File: src/hdl/ictp_defs.vh
`ifndef ICTP_DEFS_VH
`define ICTP_DEFS_VH
// Register byte offsets
`define ICTP_OFF_TA_CTRL   8'h00
`define ICTP_OFF_TB_CTRL   8'h04
`define ICTP_OFF_TA_CNT    8'h08
`define ICTP_OFF_TB_CNT    8'h0C
`define ICTP_OFF_CH_BASE   8'h10
`define ICTP_CH_STRIDE     8'h08
`define ICTP_CH_BUF        8'h04
// Timer control fields
`define ICTP_RUN_BIT       15
`define ICTP_IDLE_BIT      13
`define ICTP_GATE_BIT      6
`define ICTP_PS_HI         5
`define ICTP_PS_LO         4
`define ICTP_CHAIN_BIT     3
`define ICTP_CSRC_BIT      1
// Capture channel control fields
`define ICTP_CAP_IDLE_BIT  13
`define ICTP_CAP_TSEL_BIT  7
`define ICTP_CAP_ICI_HI    6
`define ICTP_CAP_ICI_LO    5
`define ICTP_CAP_OVF_BIT   4
`define ICTP_CAP_BNE_BIT   3
`define ICTP_CAP_MODE_HI   2
`define ICTP_CAP_MODE_LO   0
// Writable masks and reset values
`define ICTP_TA_WMASK      16'hA07A
`define ICTP_TB_WMASK      16'hA072
`define ICTP_CTRL_RESET    16'h0000
`define ICTP_CNT_RESET     16'h0000
// Prescaler terminal counts for 1:1, 1:8, 1:64, 1:256
`define ICTP_PS_TERM_1     8'h00
`define ICTP_PS_TERM_8     8'h07
`define ICTP_PS_TERM_64    8'h3F
`define ICTP_PS_TERM_256   8'hFF
// Capture modes
`define ICTP_MODE_OFF      3'h0
`define ICTP_MODE_BOTH     3'h1
`define ICTP_MODE_FALL     3'h2
`define ICTP_MODE_RISE     3'h3
`define ICTP_MODE_RISE4    3'h4
`define ICTP_MODE_RISE16   3'h5
`define ICTP_MODE_UNUSED   3'h6
`define ICTP_MODE_WAKE     3'h7
`define ICTP_BUF_DEPTH     3'h4
`endif

File: src/hdl/ictp_top.v
// What this block does
// - Timer A run bit starts chain or A
// - Timer idle-stop bit halts it in Idle
// - Gating applies only with internal clock
// - Prescale codes divide by 1, 8, 64, 256
// - Chain bit joins timers into 32 bits
// - Timer A source: pin rising edges or internal
// - Timer B source: own pin or internal
// - Chained: timer B run/gate/prescale/source ignored
// - Chained Idle run needs timer B idle-stop clear
// - Qualifying pin event captures selected timer value
// - Each channel buffers four captured values
// - Capture pin event wakes from Sleep/Idle
// - Channel idle-stop bit halts channel in Idle, except mode 111 wake interrupt
// - Timebase select: set A, clear B
// - Interrupt every one to four captures
// - Read-only overflow flag on capture overflow
// - Read-only buffer-not-empty flag while unread data
// - Modes: every edge, falling, rising capture
// - Modes: every 4th, every 16th rising edge
// - Mode 111: rising-edge wake interrupt only
// - Modes 000 and 110 leave channel off
// - Every-edge mode interrupts on each capture
// - Chained: timer A low word, B high
// - Chained: A clock/gate, wrap event via B
`timescale 1ns/100ps
`default_nettype none
`include "ictp_defs.vh"
module ictp_top #(
  parameter CHANNELS = 8
) (
  // Clock and reset
  input  wire        core_clk,
  input  wire        rst,
  // Avalon-MM slave
  input  wire [7:0]  avs_address,
  input  wire        avs_read,
  input  wire        avs_write,
  input  wire [31:0] avs_writedata,
  output reg  [31:0] avs_readdata,
  output reg         avs_waitrequest,
  // Power state
  input  wire        idle_mode,
  input  wire        sleep_mode,
  // Timer pins
  input  wire        ext_clock_pin_a,
  input  wire        ext_clock_pin_b,
  input  wire        gate_pin_a,
  input  wire        gate_pin_b,
  // Capture pins
  input  wire [CHANNELS-1:0] capture_input_pin,
  // Events
  output wire [CHANNELS-1:0] capture_irq_ff,
  output reg         wake_ff,
  output reg         timer_a_wrap_ff,
  output reg         timer_b_wrap_ff
);
  reg  [15:0] ta_ctrl_ff;
  reg  [15:0] tb_ctrl_ff;
  reg  [15:0] ta_cnt_ff;
  reg  [15:0] tb_cnt_ff;
  reg  [7:0]  ta_ps_ff;
  reg  [7:0]  tb_ps_ff;
  reg         exta_d_ff;
  reg         extb_d_ff;
  reg  [31:0] nxt_readdata;
  wire [CHANNELS-1:0] ch_we;
  wire [CHANNELS-1:0] ch_pop;
  wire [CHANNELS-1:0] ch_wake;
  wire [16*CHANNELS-1:0] ch_ctrl;
  wire [16*CHANNELS-1:0] ch_head;
  integer j;

  function [7:0] ictp_ps_term;
    input [1:0] code;
    begin
      case (code)
        2'h3:    ictp_ps_term = `ICTP_PS_TERM_256;
        2'h2:    ictp_ps_term = `ICTP_PS_TERM_64;
        2'h1:    ictp_ps_term = `ICTP_PS_TERM_8;
        default: ictp_ps_term = `ICTP_PS_TERM_1;
      endcase
    end
  endfunction

  // Bus handshake: one wait cycle, accept on the second edge
  wire req    = avs_read | avs_write;
  wire wr_acc = avs_write & ~avs_waitrequest;
  wire rd_acc = avs_read & ~avs_waitrequest;

  always @(posedge core_clk or posedge rst) begin
    if (rst) begin
      avs_waitrequest <= 1'b1;
      avs_readdata    <= 32'h0000_0000;
    end else if (req & avs_waitrequest) begin
      avs_waitrequest <= 1'b0;
      avs_readdata    <= nxt_readdata;
    end else begin
      avs_waitrequest <= 1'b1;
    end
  end

  // Timer control decode
  wire chain    = ta_ctrl_ff[`ICTP_CHAIN_BIT];
  wire a_csrc   = ta_ctrl_ff[`ICTP_CSRC_BIT];
  wire b_csrc   = tb_ctrl_ff[`ICTP_CSRC_BIT];
  wire a_gate   = ta_ctrl_ff[`ICTP_GATE_BIT] & ~a_csrc;
  wire b_gate   = tb_ctrl_ff[`ICTP_GATE_BIT] & ~b_csrc;
  wire a_stop_i = idle_mode & ta_ctrl_ff[`ICTP_IDLE_BIT];
  wire b_stop_i = idle_mode & tb_ctrl_ff[`ICTP_IDLE_BIT];

  // Chained pair also obeys timer B idle-stop
  wire a_run = ta_ctrl_ff[`ICTP_RUN_BIT] & ~a_stop_i
             & ~(chain & b_stop_i);
  wire b_run = tb_ctrl_ff[`ICTP_RUN_BIT] & ~b_stop_i & ~chain;

  // Internal clock is one tick per core clock; external is a pin rise
  wire a_src = a_csrc ? (ext_clock_pin_a & ~exta_d_ff)
                      : (a_gate ? gate_pin_a : 1'b1);
  wire b_src = b_csrc ? (ext_clock_pin_b & ~extb_d_ff)
                      : (b_gate ? gate_pin_b : 1'b1);

  wire [7:0] a_term = ictp_ps_term(ta_ctrl_ff[`ICTP_PS_HI:`ICTP_PS_LO]);
  wire [7:0] b_term = ictp_ps_term(tb_ctrl_ff[`ICTP_PS_HI:`ICTP_PS_LO]);

  wire a_inc   = a_run & a_src & (ta_ps_ff == a_term);
  wire a_top   = (ta_cnt_ff == 16'hFFFF);
  wire b_top   = (tb_cnt_ff == 16'hFFFF);
  // Chained: B carries from A, so A is the low word
  wire b_inc   = chain ? (a_inc & a_top)
                       : (b_run & b_src & (tb_ps_ff == b_term));

  wire wr_ta_ctrl = wr_acc & (avs_address == `ICTP_OFF_TA_CTRL);
  wire wr_tb_ctrl = wr_acc & (avs_address == `ICTP_OFF_TB_CTRL);
  wire wr_ta_cnt  = wr_acc & (avs_address == `ICTP_OFF_TA_CNT);
  wire wr_tb_cnt  = wr_acc & (avs_address == `ICTP_OFF_TB_CNT);

  always @(posedge core_clk or posedge rst) begin
    if (rst) begin
      ta_ctrl_ff <= `ICTP_CTRL_RESET;
      tb_ctrl_ff <= `ICTP_CTRL_RESET;
      exta_d_ff  <= 1'b0;
      extb_d_ff  <= 1'b0;
    end else begin
      exta_d_ff <= ext_clock_pin_a;
      extb_d_ff <= ext_clock_pin_b;
      if (wr_ta_ctrl)
        ta_ctrl_ff <= avs_writedata[15:0] & `ICTP_TA_WMASK;
      if (wr_tb_ctrl)
        tb_ctrl_ff <= avs_writedata[15:0] & `ICTP_TB_WMASK;
    end
  end

  // Prescalers clear while their timer is stopped
  always @(posedge core_clk or posedge rst) begin
    if (rst) begin
      ta_ps_ff <= 8'h00;
      tb_ps_ff <= 8'h00;
    end else begin
      if (~a_run)
        ta_ps_ff <= 8'h00;
      else if (a_src)
        ta_ps_ff <= (ta_ps_ff == a_term) ? 8'h00 : ta_ps_ff + 8'h01;
      if (~b_run)
        tb_ps_ff <= 8'h00;
      else if (b_src)
        tb_ps_ff <= (tb_ps_ff == b_term) ? 8'h00 : tb_ps_ff + 8'h01;
    end
  end

  // Counters; a software write wins over the count step
  always @(posedge core_clk or posedge rst) begin
    if (rst) begin
      ta_cnt_ff <= `ICTP_CNT_RESET;
      tb_cnt_ff <= `ICTP_CNT_RESET;
    end else begin
      if (wr_ta_cnt)
        ta_cnt_ff <= avs_writedata[15:0];
      else if (a_inc)
        ta_cnt_ff <= ta_cnt_ff + 16'h0001;
      if (wr_tb_cnt)
        tb_cnt_ff <= avs_writedata[15:0];
      else if (b_inc)
        tb_cnt_ff <= tb_cnt_ff + 16'h0001;
    end
  end

  // Wrap events; the 32-bit wrap shows only on timer B
  always @(posedge core_clk or posedge rst) begin
    if (rst) begin
      timer_a_wrap_ff <= 1'b0;
      timer_b_wrap_ff <= 1'b0;
      wake_ff         <= 1'b0;
    end else begin
      timer_a_wrap_ff <= a_inc & a_top & ~chain & ~wr_ta_cnt;
      timer_b_wrap_ff <= b_inc & b_top & ~wr_tb_cnt;
      wake_ff         <= |ch_wake;
    end
  end

  // Capture channels
  genvar i;
  generate
    for (i = 0; i < CHANNELS; i = i + 1) begin : g_ch
      localparam integer CTRL_ADDR = 16 + 8 * i;
      localparam integer BUF_ADDR  = CTRL_ADDR + 4;
      assign ch_we[i]  = wr_acc & (avs_address == CTRL_ADDR[7:0]);
      assign ch_pop[i] = rd_acc & (avs_address == BUF_ADDR[7:0]);
      ictp_channel u_ch (
        .core_clk          (core_clk),
        .rst               (rst),
        .ctrl_we           (ch_we[i]),
        .ctrl_wdata        (avs_writedata[15:0]),
        .pop               (ch_pop[i]),
        .ctrl_rd           (ch_ctrl[16*i +: 16]),
        .buf_head          (ch_head[16*i +: 16]),
        .timer_a_count     (ta_cnt_ff),
        .timer_b_count     (tb_cnt_ff),
        .idle_mode         (idle_mode),
        .sleep_mode        (sleep_mode),
        .capture_input_pin (capture_input_pin[i]),
        .irq_ff            (capture_irq_ff[i]),
        .wake_ff           (ch_wake[i])
      );
    end
  endgenerate

  // Read multiplexer; unmapped addresses read as zero
  always @* begin
    nxt_readdata = 32'h0000_0000;
    case (avs_address)
      `ICTP_OFF_TA_CTRL: nxt_readdata = {16'h0000, ta_ctrl_ff};
      `ICTP_OFF_TB_CTRL: nxt_readdata = {16'h0000, tb_ctrl_ff};
      `ICTP_OFF_TA_CNT:  nxt_readdata = {16'h0000, ta_cnt_ff};
      `ICTP_OFF_TB_CNT:  nxt_readdata = {16'h0000, tb_cnt_ff};
      default:           nxt_readdata = 32'h0000_0000;
    endcase
    for (j = 0; j < CHANNELS; j = j + 1) begin
      if (avs_address == (`ICTP_OFF_CH_BASE + j[7:0] * `ICTP_CH_STRIDE))
        nxt_readdata = {16'h0000, ch_ctrl[16*j +: 16]};
      if (avs_address == (`ICTP_OFF_CH_BASE + j[7:0] * `ICTP_CH_STRIDE
                          + `ICTP_CH_BUF))
        nxt_readdata = {16'h0000, ch_head[16*j +: 16]};
    end
  end
endmodule
`default_nettype wire

File: src/hdl/ictp_channel.v
`timescale 1ns/100ps
`default_nettype none
`include "ictp_defs.vh"
module ictp_channel (
  // Clock and reset
  input  wire        core_clk,
  input  wire        rst,
  // Register access
  input  wire        ctrl_we,
  input  wire [15:0] ctrl_wdata,
  input  wire        pop,
  output wire [15:0] ctrl_rd,
  output wire [15:0] buf_head,
  // Time base and power state
  input  wire [15:0] timer_a_count,
  input  wire [15:0] timer_b_count,
  input  wire        idle_mode,
  input  wire        sleep_mode,
  // Pin and events
  input  wire        capture_input_pin,
  output reg         irq_ff,
  output reg         wake_ff
);
  reg        idle_stop_ff;
  reg        tsel_ff;
  reg [1:0]  ici_ff;
  reg [2:0]  mode_ff;
  reg        ovf_ff;
  reg [2:0]  cnt_ff;
  reg [1:0]  wr_ff;
  reg [1:0]  rd_ff;
  reg [15:0] mem_ff [0:3];
  reg        pin_d_ff;
  reg [3:0]  edge_ff;
  reg [1:0]  irqcnt_ff;
  reg        cap;
  integer    k;
  wire rise   = capture_input_pin & ~pin_d_ff;
  wire fall   = ~capture_input_pin & pin_d_ff;
  wire active = ~(idle_mode & idle_stop_ff);
  wire full   = (cnt_ff == `ICTP_BUF_DEPTH);
  wire stored = cap & ~full;
  wire popv   = pop & (cnt_ff != 3'h0);
  wire off_wr = ctrl_we & (ctrl_wdata[2:0] == `ICTP_MODE_OFF);
  wire lowpwr = idle_mode | sleep_mode;
  wire pin_irq = (mode_ff == `ICTP_MODE_WAKE) & lowpwr & rise;
  assign ctrl_rd  = {2'h0, idle_stop_ff, 5'h00, tsel_ff, ici_ff, ovf_ff,
                     (cnt_ff != 3'h0), mode_ff};
  assign buf_head = mem_ff[rd_ff];
  always @* begin
    case (mode_ff)
      `ICTP_MODE_BOTH:   cap = rise | fall;
      `ICTP_MODE_FALL:   cap = fall;
      `ICTP_MODE_RISE:   cap = rise;
      `ICTP_MODE_RISE4:  cap = rise & (edge_ff[1:0] == 2'h3);
      `ICTP_MODE_RISE16: cap = rise & (edge_ff == 4'hF);
      default:           cap = 1'b0;
    endcase
    cap = cap & active;
  end
  always @(posedge core_clk or posedge rst) begin
    if (rst) begin
      idle_stop_ff <= 1'b0;
      tsel_ff      <= 1'b0;
      ici_ff       <= 2'h0;
      mode_ff      <= 3'h0;
      ovf_ff       <= 1'b0;
      cnt_ff       <= 3'h0;
      wr_ff        <= 2'h0;
      rd_ff        <= 2'h0;
      pin_d_ff     <= 1'b0;
      edge_ff      <= 4'h0;
      irqcnt_ff    <= 2'h0;
      irq_ff       <= 1'b0;
      wake_ff      <= 1'b0;
      for (k = 0; k < 4; k = k + 1) mem_ff[k] <= 16'h0000;
    end else begin
      pin_d_ff <= capture_input_pin;
      if (ctrl_we) begin
        idle_stop_ff <= ctrl_wdata[`ICTP_CAP_IDLE_BIT];
        tsel_ff      <= ctrl_wdata[`ICTP_CAP_TSEL_BIT];
        ici_ff       <= ctrl_wdata[`ICTP_CAP_ICI_HI:`ICTP_CAP_ICI_LO];
        mode_ff      <= ctrl_wdata[`ICTP_CAP_MODE_HI:`ICTP_CAP_MODE_LO];
      end
      if (ctrl_we)
        edge_ff <= 4'h0;
      else if (active & rise)
        edge_ff <= edge_ff + 4'h1;
      if (stored)
        mem_ff[wr_ff] <= tsel_ff ? timer_a_count : timer_b_count;
      // New overflow wins over the clear by a mode-off write
      if (cap & full)
        ovf_ff <= 1'b1;
      else if (off_wr)
        ovf_ff <= 1'b0;
      wr_ff <= wr_ff + {1'b0, stored};
      if (off_wr) begin
        rd_ff  <= wr_ff;
        cnt_ff <= {2'h0, stored};
      end else begin
        rd_ff  <= rd_ff + {1'b0, popv};
        cnt_ff <= cnt_ff + {2'h0, stored} - {2'h0, popv};
      end
      irq_ff <= 1'b0;
      if (ctrl_we)
        irqcnt_ff <= 2'h0;
      else if (stored) begin
        if ((mode_ff == `ICTP_MODE_BOTH) || (irqcnt_ff == ici_ff)) begin
          irq_ff    <= 1'b1;
          irqcnt_ff <= 2'h0;
        end else
          irqcnt_ff <= irqcnt_ff + 2'h1;
      end
      if (pin_irq)
        irq_ff <= 1'b1;
      wake_ff <= (cap & lowpwr) | pin_irq;
    end
  end
endmodule
`default_nettype wire

File: config.mk
export PLATFORM = sky130hd
export DESIGN_NAME = ictp_top
export DESIGN_NICKNAME = d
export VERILOG_FILES = /design/src/hdl/ictp_top.v /design/src/hdl/ictp_channel.v
export VERILOG_INCLUDE_DIRS = /design/src /design/src/hdl
export SDC_FILE = /design/constraint.sdc
export NUM_CORES = 2
export LEC_CHECK = 0
export ABC_AREA = 1
export BUFFER_PORTS_ARGS = -buffer_cell sky130_fd_sc_hd__buf_2
export CORE_ASPECT_RATIO = 2
export CORE_UTILIZATION = 45
export DETAILED_ROUTE_END_ITERATION = 16
export GPL_TIMING_DRIVEN = 0
export MAX_ROUTING_LAYER = met4
export SLEW_MARGIN = 10
export SYNTH_ARGS = -nofsm -noshare
export SYNTH_HDL_FRONTEND = slang
export SYNTH_SLANG_ARGS = --single-unit
export TNS_END_PERCENT = 30
File: constraint.sdc
create_clock -name core_clk -period 68.8 [get_ports core_clk]
set_input_delay 3.44 -clock core_clk [delete_from_list [all_inputs] [get_ports core_clk]]
set_output_delay 3.44 -clock core_clk [all_outputs]
set_load 0.005 [all_outputs]
Word-level counts from Yosys, hierarchy flattened
Index checks and enable logic that the tools add are counted.

Add/subtract/negate cells: 52. Magnitude comparators: 24. Equal/unequal tests: 111. Mux-type cells: 203. Bitwise gates (word level): 232. Reduce and logical (&&, ||, !) cells: 53.

Operators by type and width (number): 16-bit 2-to-1 mux (36); 64-bit bitwise mux (8); 32-bit 2-to-1 mux (16); 16-bit binary-select mux with 2-bit select (8); 16-bit demux with 2-bit select (8); 1-bit AND (155); 3-bit equality test, second input constant (32); 8-bit by 6-bit equality test with 1-bit output, second input constant (8); 2-bit 2-to-1 mux (32); 4-bit 2-to-1 mux (16); 16-bit case mux with 4 select lines (1); 1-bit 2-to-1 mux (54); 2-bit nonzero test (26); 3-bit by 2-bit equality test with 1-bit output, second input constant (16); 3-bit >= comparator, second input constant (16); 8-bit 2-to-1 mux (6); 2-bit NOT with 3-bit output (16); 8-bit case mux with 3 select lines (2); 1-bit NOT (43); 1-bit case mux with 5 select lines (8); 16-bit by 1-bit adder with 16-bit output, second input constant (2); 2-bit by 1-bit adder with 2-bit output (16); 4-bit by 1-bit adder with 4-bit output, second input constant (8); 16-bit equality test, second input constant (2); 24 further kinds (140).

Bits in registers: 803. Input bits: 58. Output and inout bits: 44. Word-level logic and storage cells: 824.

Logic depth before layout (Yosys ltp)
Depth after elaboration: 19. Gate-level depth with buffers: 20. Depth with buffers taken out: 19.

By module
From an unflattened synthesis, not the netlist that was laid out.

Cell total of the unflattened synthesis: 5826. Area, all modules: 43764.5 um^2.

Modules (own cells, without submodules): ictp_channel (times used 8, cells each 583, area each 4579.4 um^2, seq. area each 2202.1 um^2); ictp_top (times used 1, cells each 1162, area each 7129.3 um^2, seq. area each 2078.2 um^2).

Worst setup path after synthesis
Ideal clock, no wire load.

Path kind: input -> register. Start: in avs_address[5]. End: reg g_ch[6].u_ch.cnt_ff[2]. Library setup time: 113 ps. Arrival: 5559 ps. Required time: 68687 ps. Path slack: 63129 ps. Stages on the path: 14. Path buffers: 0. Path through: inv_1 -> nand2_1 -> nor3_1 -> inv_1 -> nor2_1 -> inv_1 -> nor3_1 -> ha_1 -> inv_1 -> ha_1 -> fa_1 -> xor2_1 -> nand2_1 -> inv_1.

Longest elaborated chain between the ends: 5. Elaborated cells on any way between the ends: 8. Classes of those cells: add/sub (1); eq/ne (2); mux (1); bitwise (4).

RTL lines: start, declared (RTL line ictp_top.v:36) `input wire [7:0] avs_address,`; 8-bit by 7-bit equality test with 1-bit output (RTL line ictp_top.v:208) `assign ch_pop[i] = rd_acc & (avs_address == BUF_ADDR[7:0]);`; 1-bit AND (RTL line ictp_top.v:208); 1-bit AND (RTL line ictp_channel.v:43) `wire popv = pop & (cnt_ff != 3'h0);`; 3-bit by 1-bit subtractor with 3-bit output (RTL line ictp_channel.v:102) `cnt_ff <= cnt_ff + {2'h0, stored} - {2'h0, popv};`; 3-bit 2-to-1 mux * (RTL line ictp_channel.v:97) `if (off_wr) begin`; end signal, assigned (RTL line ictp_channel.v:99) `cnt_ff <= {2'h0, stored};`; end signal, assigned (RTL line ictp_channel.v:102); end, declared (RTL line ictp_channel.v:29) `reg [2:0] cnt_ff;`.

Every way passes the cells marked *; elsewhere a longest branch is shown, timed or not. A chain may end at the register's enable or synchronous reset.

Worst setup path after layout
Same ends and word-level chain as after synthesis.

==> load_flow_metrics.sql <==
INSERT INTO impl_metrics (metric_group, metric, value, unit) VALUES
('worst_setup_path', 'worst_setup_path_start_kind', 'input port', ''),
('worst_setup_path', 'data_arrival_time_at_the_worst_slack_endpoint', '6.85', 'ns'),
('clocking', 'clk_transition_reported_paths', '0.07', 'ns'),
('clocking', 'cts_buffer_depth', '3', ''),
('die', 'die_width', '214', 'µm'),
('sta', 'final.setup_skew', '0.0381', 'ns'),
('sta', 'setup-violations-final', '0', ''),
('status', 'failing_checks', 'max-capacitance violations, max-slew violations', ''),
('routing', 'detail_route.first_pass.iterations', '7', ''),
('global_routing', 'globalRouteTotalUtil', '34.2', '%'),
('final_layout', 'final_layout_size_suffix_gt1_share', '14.7', '%'),
('hold_path', 'min_path_cells', '2', ''),
('logic_synthesis', 'synth_seq_cells', '787', ''),
('worst_setup_path', 'ff2ff_path_depth', '7', ''),
('sta', 'layout_worst_path_cycle_share', '9.09', '%'),
('worst_setup_path', 'worst-setup-path-type', 'input port to flop', ''),
('logic_synthesis', 'syn-instance-count', '4485', ''),
('logic_synthesis', 'synth_seq_area_share', '48.8', '%'),
('sta', 'final_critical_path_time_including_i_o_delays_and_setup', '6.25', 'ns'),
('routing', 'via_count', '33922', ''),
('logic_synthesis', 'ys.warnings.count', '0', ''),
('power_and_ir_drop', 'totalPowerFinal', '1.36', 'mW'),
('worst_setup_path', 'path_max_fanout', '8', ''),
('routing', 'drc', '0', ''),
('clocking', 'post_cts_resize_count', '0', ''),
('power_and_ir_drop', 'p_leak', '21.0', 'nW'),
('global_routing', 'antenna_found_initial', '8', ''),
('die', 'ios', '102', ''),
('routing', 'postRouteWirelength', '148', 'mm'),
('clocking', 'clock_sink_count', '787', ''),
('sta', 'max_slew.worst_pin.slew', '1.51', 'ns'),
('sta', 'final-hold-violation-count', '0', ''),
('worst_setup_path', 'worst_path_required', '69.39', 'ns'),
('placement', 'area_after_detailed_placement', '0.0425', 'mm²'),
('logic_synthesis', 'synth_area_per_cell', '9.01', 'µm²'),
('logic_synthesis', 'asyncSetResetFlopFracSynth', '100', '%'),
('clocking', 'cts_made_buffers', '76', ''),
('final_layout', 'design.final.nets', '4781', ''),
('status', 'status', 'finished, violations left', ''),
('power_and_ir_drop', 'vdd_drop_max', '0.0215', 'mV'),
('placement', 'buffer_ports.inserted', '69', ''),
('logic_synthesis', 'number_of_distinct_library_cells_after_synthesis', '63', ''),
('job', 'max-cap-violations', '1', ''),
('routing', 'drt-wirelength-per-cell', '25.0', 'µm'),
('placement', 'hpwl', '109', 'mm'),
('global_routing', 'first_global_vias', '34157', ''),
('clocking', 'clk_root_buffer_cell', 'sky130_fd_sc_hd__clkbuf_16', ''),
('global_routing', 'first_pass_grt_wire_length', '217', 'mm'),
('logic_synthesis', 'synth_flop_cell', 'sky130_fd_sc_hd__dfrtp_1', ''),
('clocking', 'cts_hold_buf', '0', ''),
('hold_path', 'hold_class', 'flop to flop', ''),
('sta', 'post-route-worst-setup-slack', '62.55', 'ns'),
('placement', 'place.gp.congestion', '1.02', ''),
('global_routing', 'grt_max_degree', '115', ''),
('final_layout', 'flow.area_growth_from_synthesis', '11.5', '%'),
('routing', 'detail_route.iter0.violations', '2789', ''),
('power_and_ir_drop', 'power.density', '30.1', 'mW/mm²'),
('sta', 'rsz0062_at_grt', 'false', ''),
('logic_synthesis', 'post_synth_edffs', '0', ''),
('die', 'die_area', '0.0910', 'mm²'),
('worst_setup_path', 'endpoint_kind', 'flop', ''),
('final_layout', 'final_design_area_no_fill', '0.0450', 'mm²'),
('clocking', 'clk-insertion-delay-late', '0.70', 'ns'),
('clocking', 'clock_tree.htree_level_count', '3', ''),
('die', 'chipHeight', '426', 'µm'),
('die', 'floorplan_row_count', '155', ''),
('clocking', 'clock_tree_from_tritoncts', 'yes', ''),
('clocking', 'cts.repair_timing.setup_buffer_count', '0', ''),
('routing', 'final_antenna_net_count', '0', ''),
('sta', 'slew_headroom', '-0.377', '%'),
('sta', 'fmaxAchievable', '160', 'MHz'),
('sta', 'number_of_pins_exceeding_their_max_slew_limit_in_the_final_report', '10', ''),
('die', 'core_area', '0.0890', 'mm²'),
('placement', 'placement.setup.worst_slack', '61.85', 'ns'),
('global_routing', 'grt_overflow', '0', ''),
('logic_synthesis', 'post_synth_instance_area', '0.0404', 'mm²'),
('routing', 'avgViaCountPerCell', '5.74', ''),
('sta', 'fin_setup_tns', '0', 'ns'),
('die', 'start_util', '45.4', '%');
-- placed cells by master (no fill, tap or decap), types with 13 or more instances in the layout --
cell type	synthesis	layout
sky130_fd_sc_hd__mux2_2	298	298
sky130_fd_sc_hd__ha_1	60	60
sky130_fd_sc_hd__buf_6	14	15
sky130_fd_sc_hd__a21oi_1	231	231
sky130_fd_sc_hd__a31oi_1	21	21
sky130_fd_sc_hd__conb_1	1	16
sky130_fd_sc_hd__nand2_1	874	874
sky130_fd_sc_hd__o22ai_1	28	28
sky130_fd_sc_hd__nor3_4	26	26
sky130_fd_sc_hd__nand3_1	98	98
sky130_fd_sc_hd__clkbuf_16	0	79
sky130_fd_sc_hd__clkinv_2	0	19
sky130_fd_sc_hd__diode_2	0	16
sky130_fd_sc_hd__nor3_2	13	13
sky130_fd_sc_hd__clkbuf_1	167	178
sky130_fd_sc_hd__mux2_1	38	38
sky130_fd_sc_hd__inv_1	451	450
sky130_fd_sc_hd__buf_4	40	40
sky130_fd_sc_hd__nor2_1	243	243
sky130_fd_sc_hd__buf_2	17	86
sky130_fd_sc_hd__dfrtp_1	786	786
sky130_fd_sc_hd__nor3_1	45	45
sky130_fd_sc_hd__xor2_1	50	50
sky130_fd_sc_hd__o21ai_0	668	668
sky130_fd_sc_hd__xnor2_1	37	37
sky130_fd_sc_hd__nand4_1	45	45
sky130_fd_sc_hd__o211ai_1	47	47
sky130_fd_sc_hd__nor2_2	13	13
-- final timing paths --
check                                           from                       to  slack, ns
worst max register to register       avs_waitrequest      g_ch[2].u_ch.ovf_ff      65.35
worst max-delay path                  avs_address[5]   g_ch[6].u_ch.cnt_ff[2]      62.55
worst min-delay path            g_ch[3].u_ch.wake_ff                  wake_ff       0.47
max in group asynchronous                        rst  g_ch[2].u_ch.mem_ff[35]      64.00
worst min register to register  g_ch[3].u_ch.wake_ff                  wake_ff       0.47
min in group asynchronous                        rst   g_ch[1].u_ch.cnt_ff[0]       2.89
-- critical path, stage by stage --
cell and delay, ns:
sky130_fd_sc_hd__buf_2 0.12, sky130_fd_sc_hd__inv_1 0.12, sky130_fd_sc_hd__nand2_1 0.07, sky130_fd_sc_hd__nor3_1 0.34
sky130_fd_sc_hd__inv_1 0.16, sky130_fd_sc_hd__nor2_1 0.81, sky130_fd_sc_hd__inv_1 0.32, sky130_fd_sc_hd__nor3_1 0.35
sky130_fd_sc_hd__ha_1 0.20, sky130_fd_sc_hd__inv_1 0.04, sky130_fd_sc_hd__ha_1 0.18, sky130_fd_sc_hd__fa_1 0.41
sky130_fd_sc_hd__xor2_1 0.17, sky130_fd_sc_hd__nand2_1 0.06, sky130_fd_sc_hd__inv_1 0.04
-- routing by layer --
metal	up-vias	share of wire [%]	GRT usage (%)
li1	15293	-	-
met1	16656	33	33.0
met2	1403	49	56.3
met3	570	6.5	6.49
met4	0	11	33.0
met5	-	0	-
-- through the flow --
| step | std cells | hold slack, ns | util, % |
|---|---|---|---|
| floorplan | 4500 | 0.410 | - |
| global placement | 5746 | 0.447 | 47.5 |
| detailed placement | 5753 | 0.449 | 47.7 |
| CTS | 5892 | 0.464 | 50.5 |
| global route | 5898 | 0.495 | 50.6 |
| finish | 5909 | 0.465 | 50.6 |
-- sequential cells by signal (all words and copies together) (netlist names), 16 cells and up --
| name | flops |
|---|---|
| g_ch.u_ch.irqcnt_ff | 16 |
| tb_cnt_ff | 16 |
| g_ch.u_ch.wr_ff | 16 |
| ta_cnt_ff | 16 |
| avs_readdata | 16 |
| g_ch.u_ch.edge_ff | 32 |
| g_ch.u_ch.mem_ff | 512 |
| g_ch.u_ch.rd_ff | 16 |
| g_ch.u_ch.ici_ff | 16 |
| g_ch.u_ch.mode_ff | 24 |
| g_ch.u_ch.cnt_ff | 24 |
-- power breakdown --
group,internal [mW],switching (mW)
combinational,0.114,0.176
sequential,0.566,0.0609
clock,0.244,0.196
-- cell usage after synthesis, types with 14 or more instances --
master / count / area [µm²]
sky130_fd_sc_hd__xor2_1: 50 / 438
sky130_fd_sc_hd__ha_1: 60 / 751
sky130_fd_sc_hd__a31oi_1: 21 / 131
sky130_fd_sc_hd__o22ai_1: 28 / 175
sky130_fd_sc_hd__buf_6: 14 / 158
sky130_fd_sc_hd__buf_4: 40 / 300
sky130_fd_sc_hd__o21ai_0: 668 / 3340
sky130_fd_sc_hd__nand2_1: 874 / 3280
sky130_fd_sc_hd__nor3_4: 26 / 423
sky130_fd_sc_hd__inv_1: 451 / 1690
sky130_fd_sc_hd__mux2_2: 298 / 3360
sky130_fd_sc_hd__o211ai_1: 47 / 353
sky130_fd_sc_hd__a21oi_1: 231 / 1160
sky130_fd_sc_hd__o311ai_0: 14 / 123
sky130_fd_sc_hd__mux2_1: 38 / 428
sky130_fd_sc_hd__xnor2_1: 37 / 324
sky130_fd_sc_hd__dfrtp_1: 786 / 19700
sky130_fd_sc_hd__nand3_1: 98 / 490
sky130_fd_sc_hd__nor2_1: 243 / 912
sky130_fd_sc_hd__buf_2: 17 / 85.1
sky130_fd_sc_hd__nand4_1: 45 / 282
sky130_fd_sc_hd__nor3_1: 45 / 225
sky130_fd_sc_hd__clkbuf_1: 167 / 627
-- kinds of logic after synthesis --
family / after synthesis / share of synthesized area (%)
and+or+nand+nor: 1409 / 15.5
muxes: 349 / 9.79
adders and majority gates: 68 / 2.26
other: 1 / 0.00929
xor gates and xnor gates: 87 / 1.89
buffers and inverters: 710 / 7.29
AOI/OAI and AO/OA: 1074 / 14.5
DFF: 787 / 48.8
-- final cells by class --
type,count,area [µm²]
clock buffer,108,2210
timing repair buffer,77,549
inverter,468,1770
antenna,16,40.0
sequential,787,19700
fill,8549,44000
multi-input combinational,3003,17800
buffer,242,1190
tap,1177,1470
clock inverter,31,319
No activity file was read; power rests on OpenSTA's default activity.
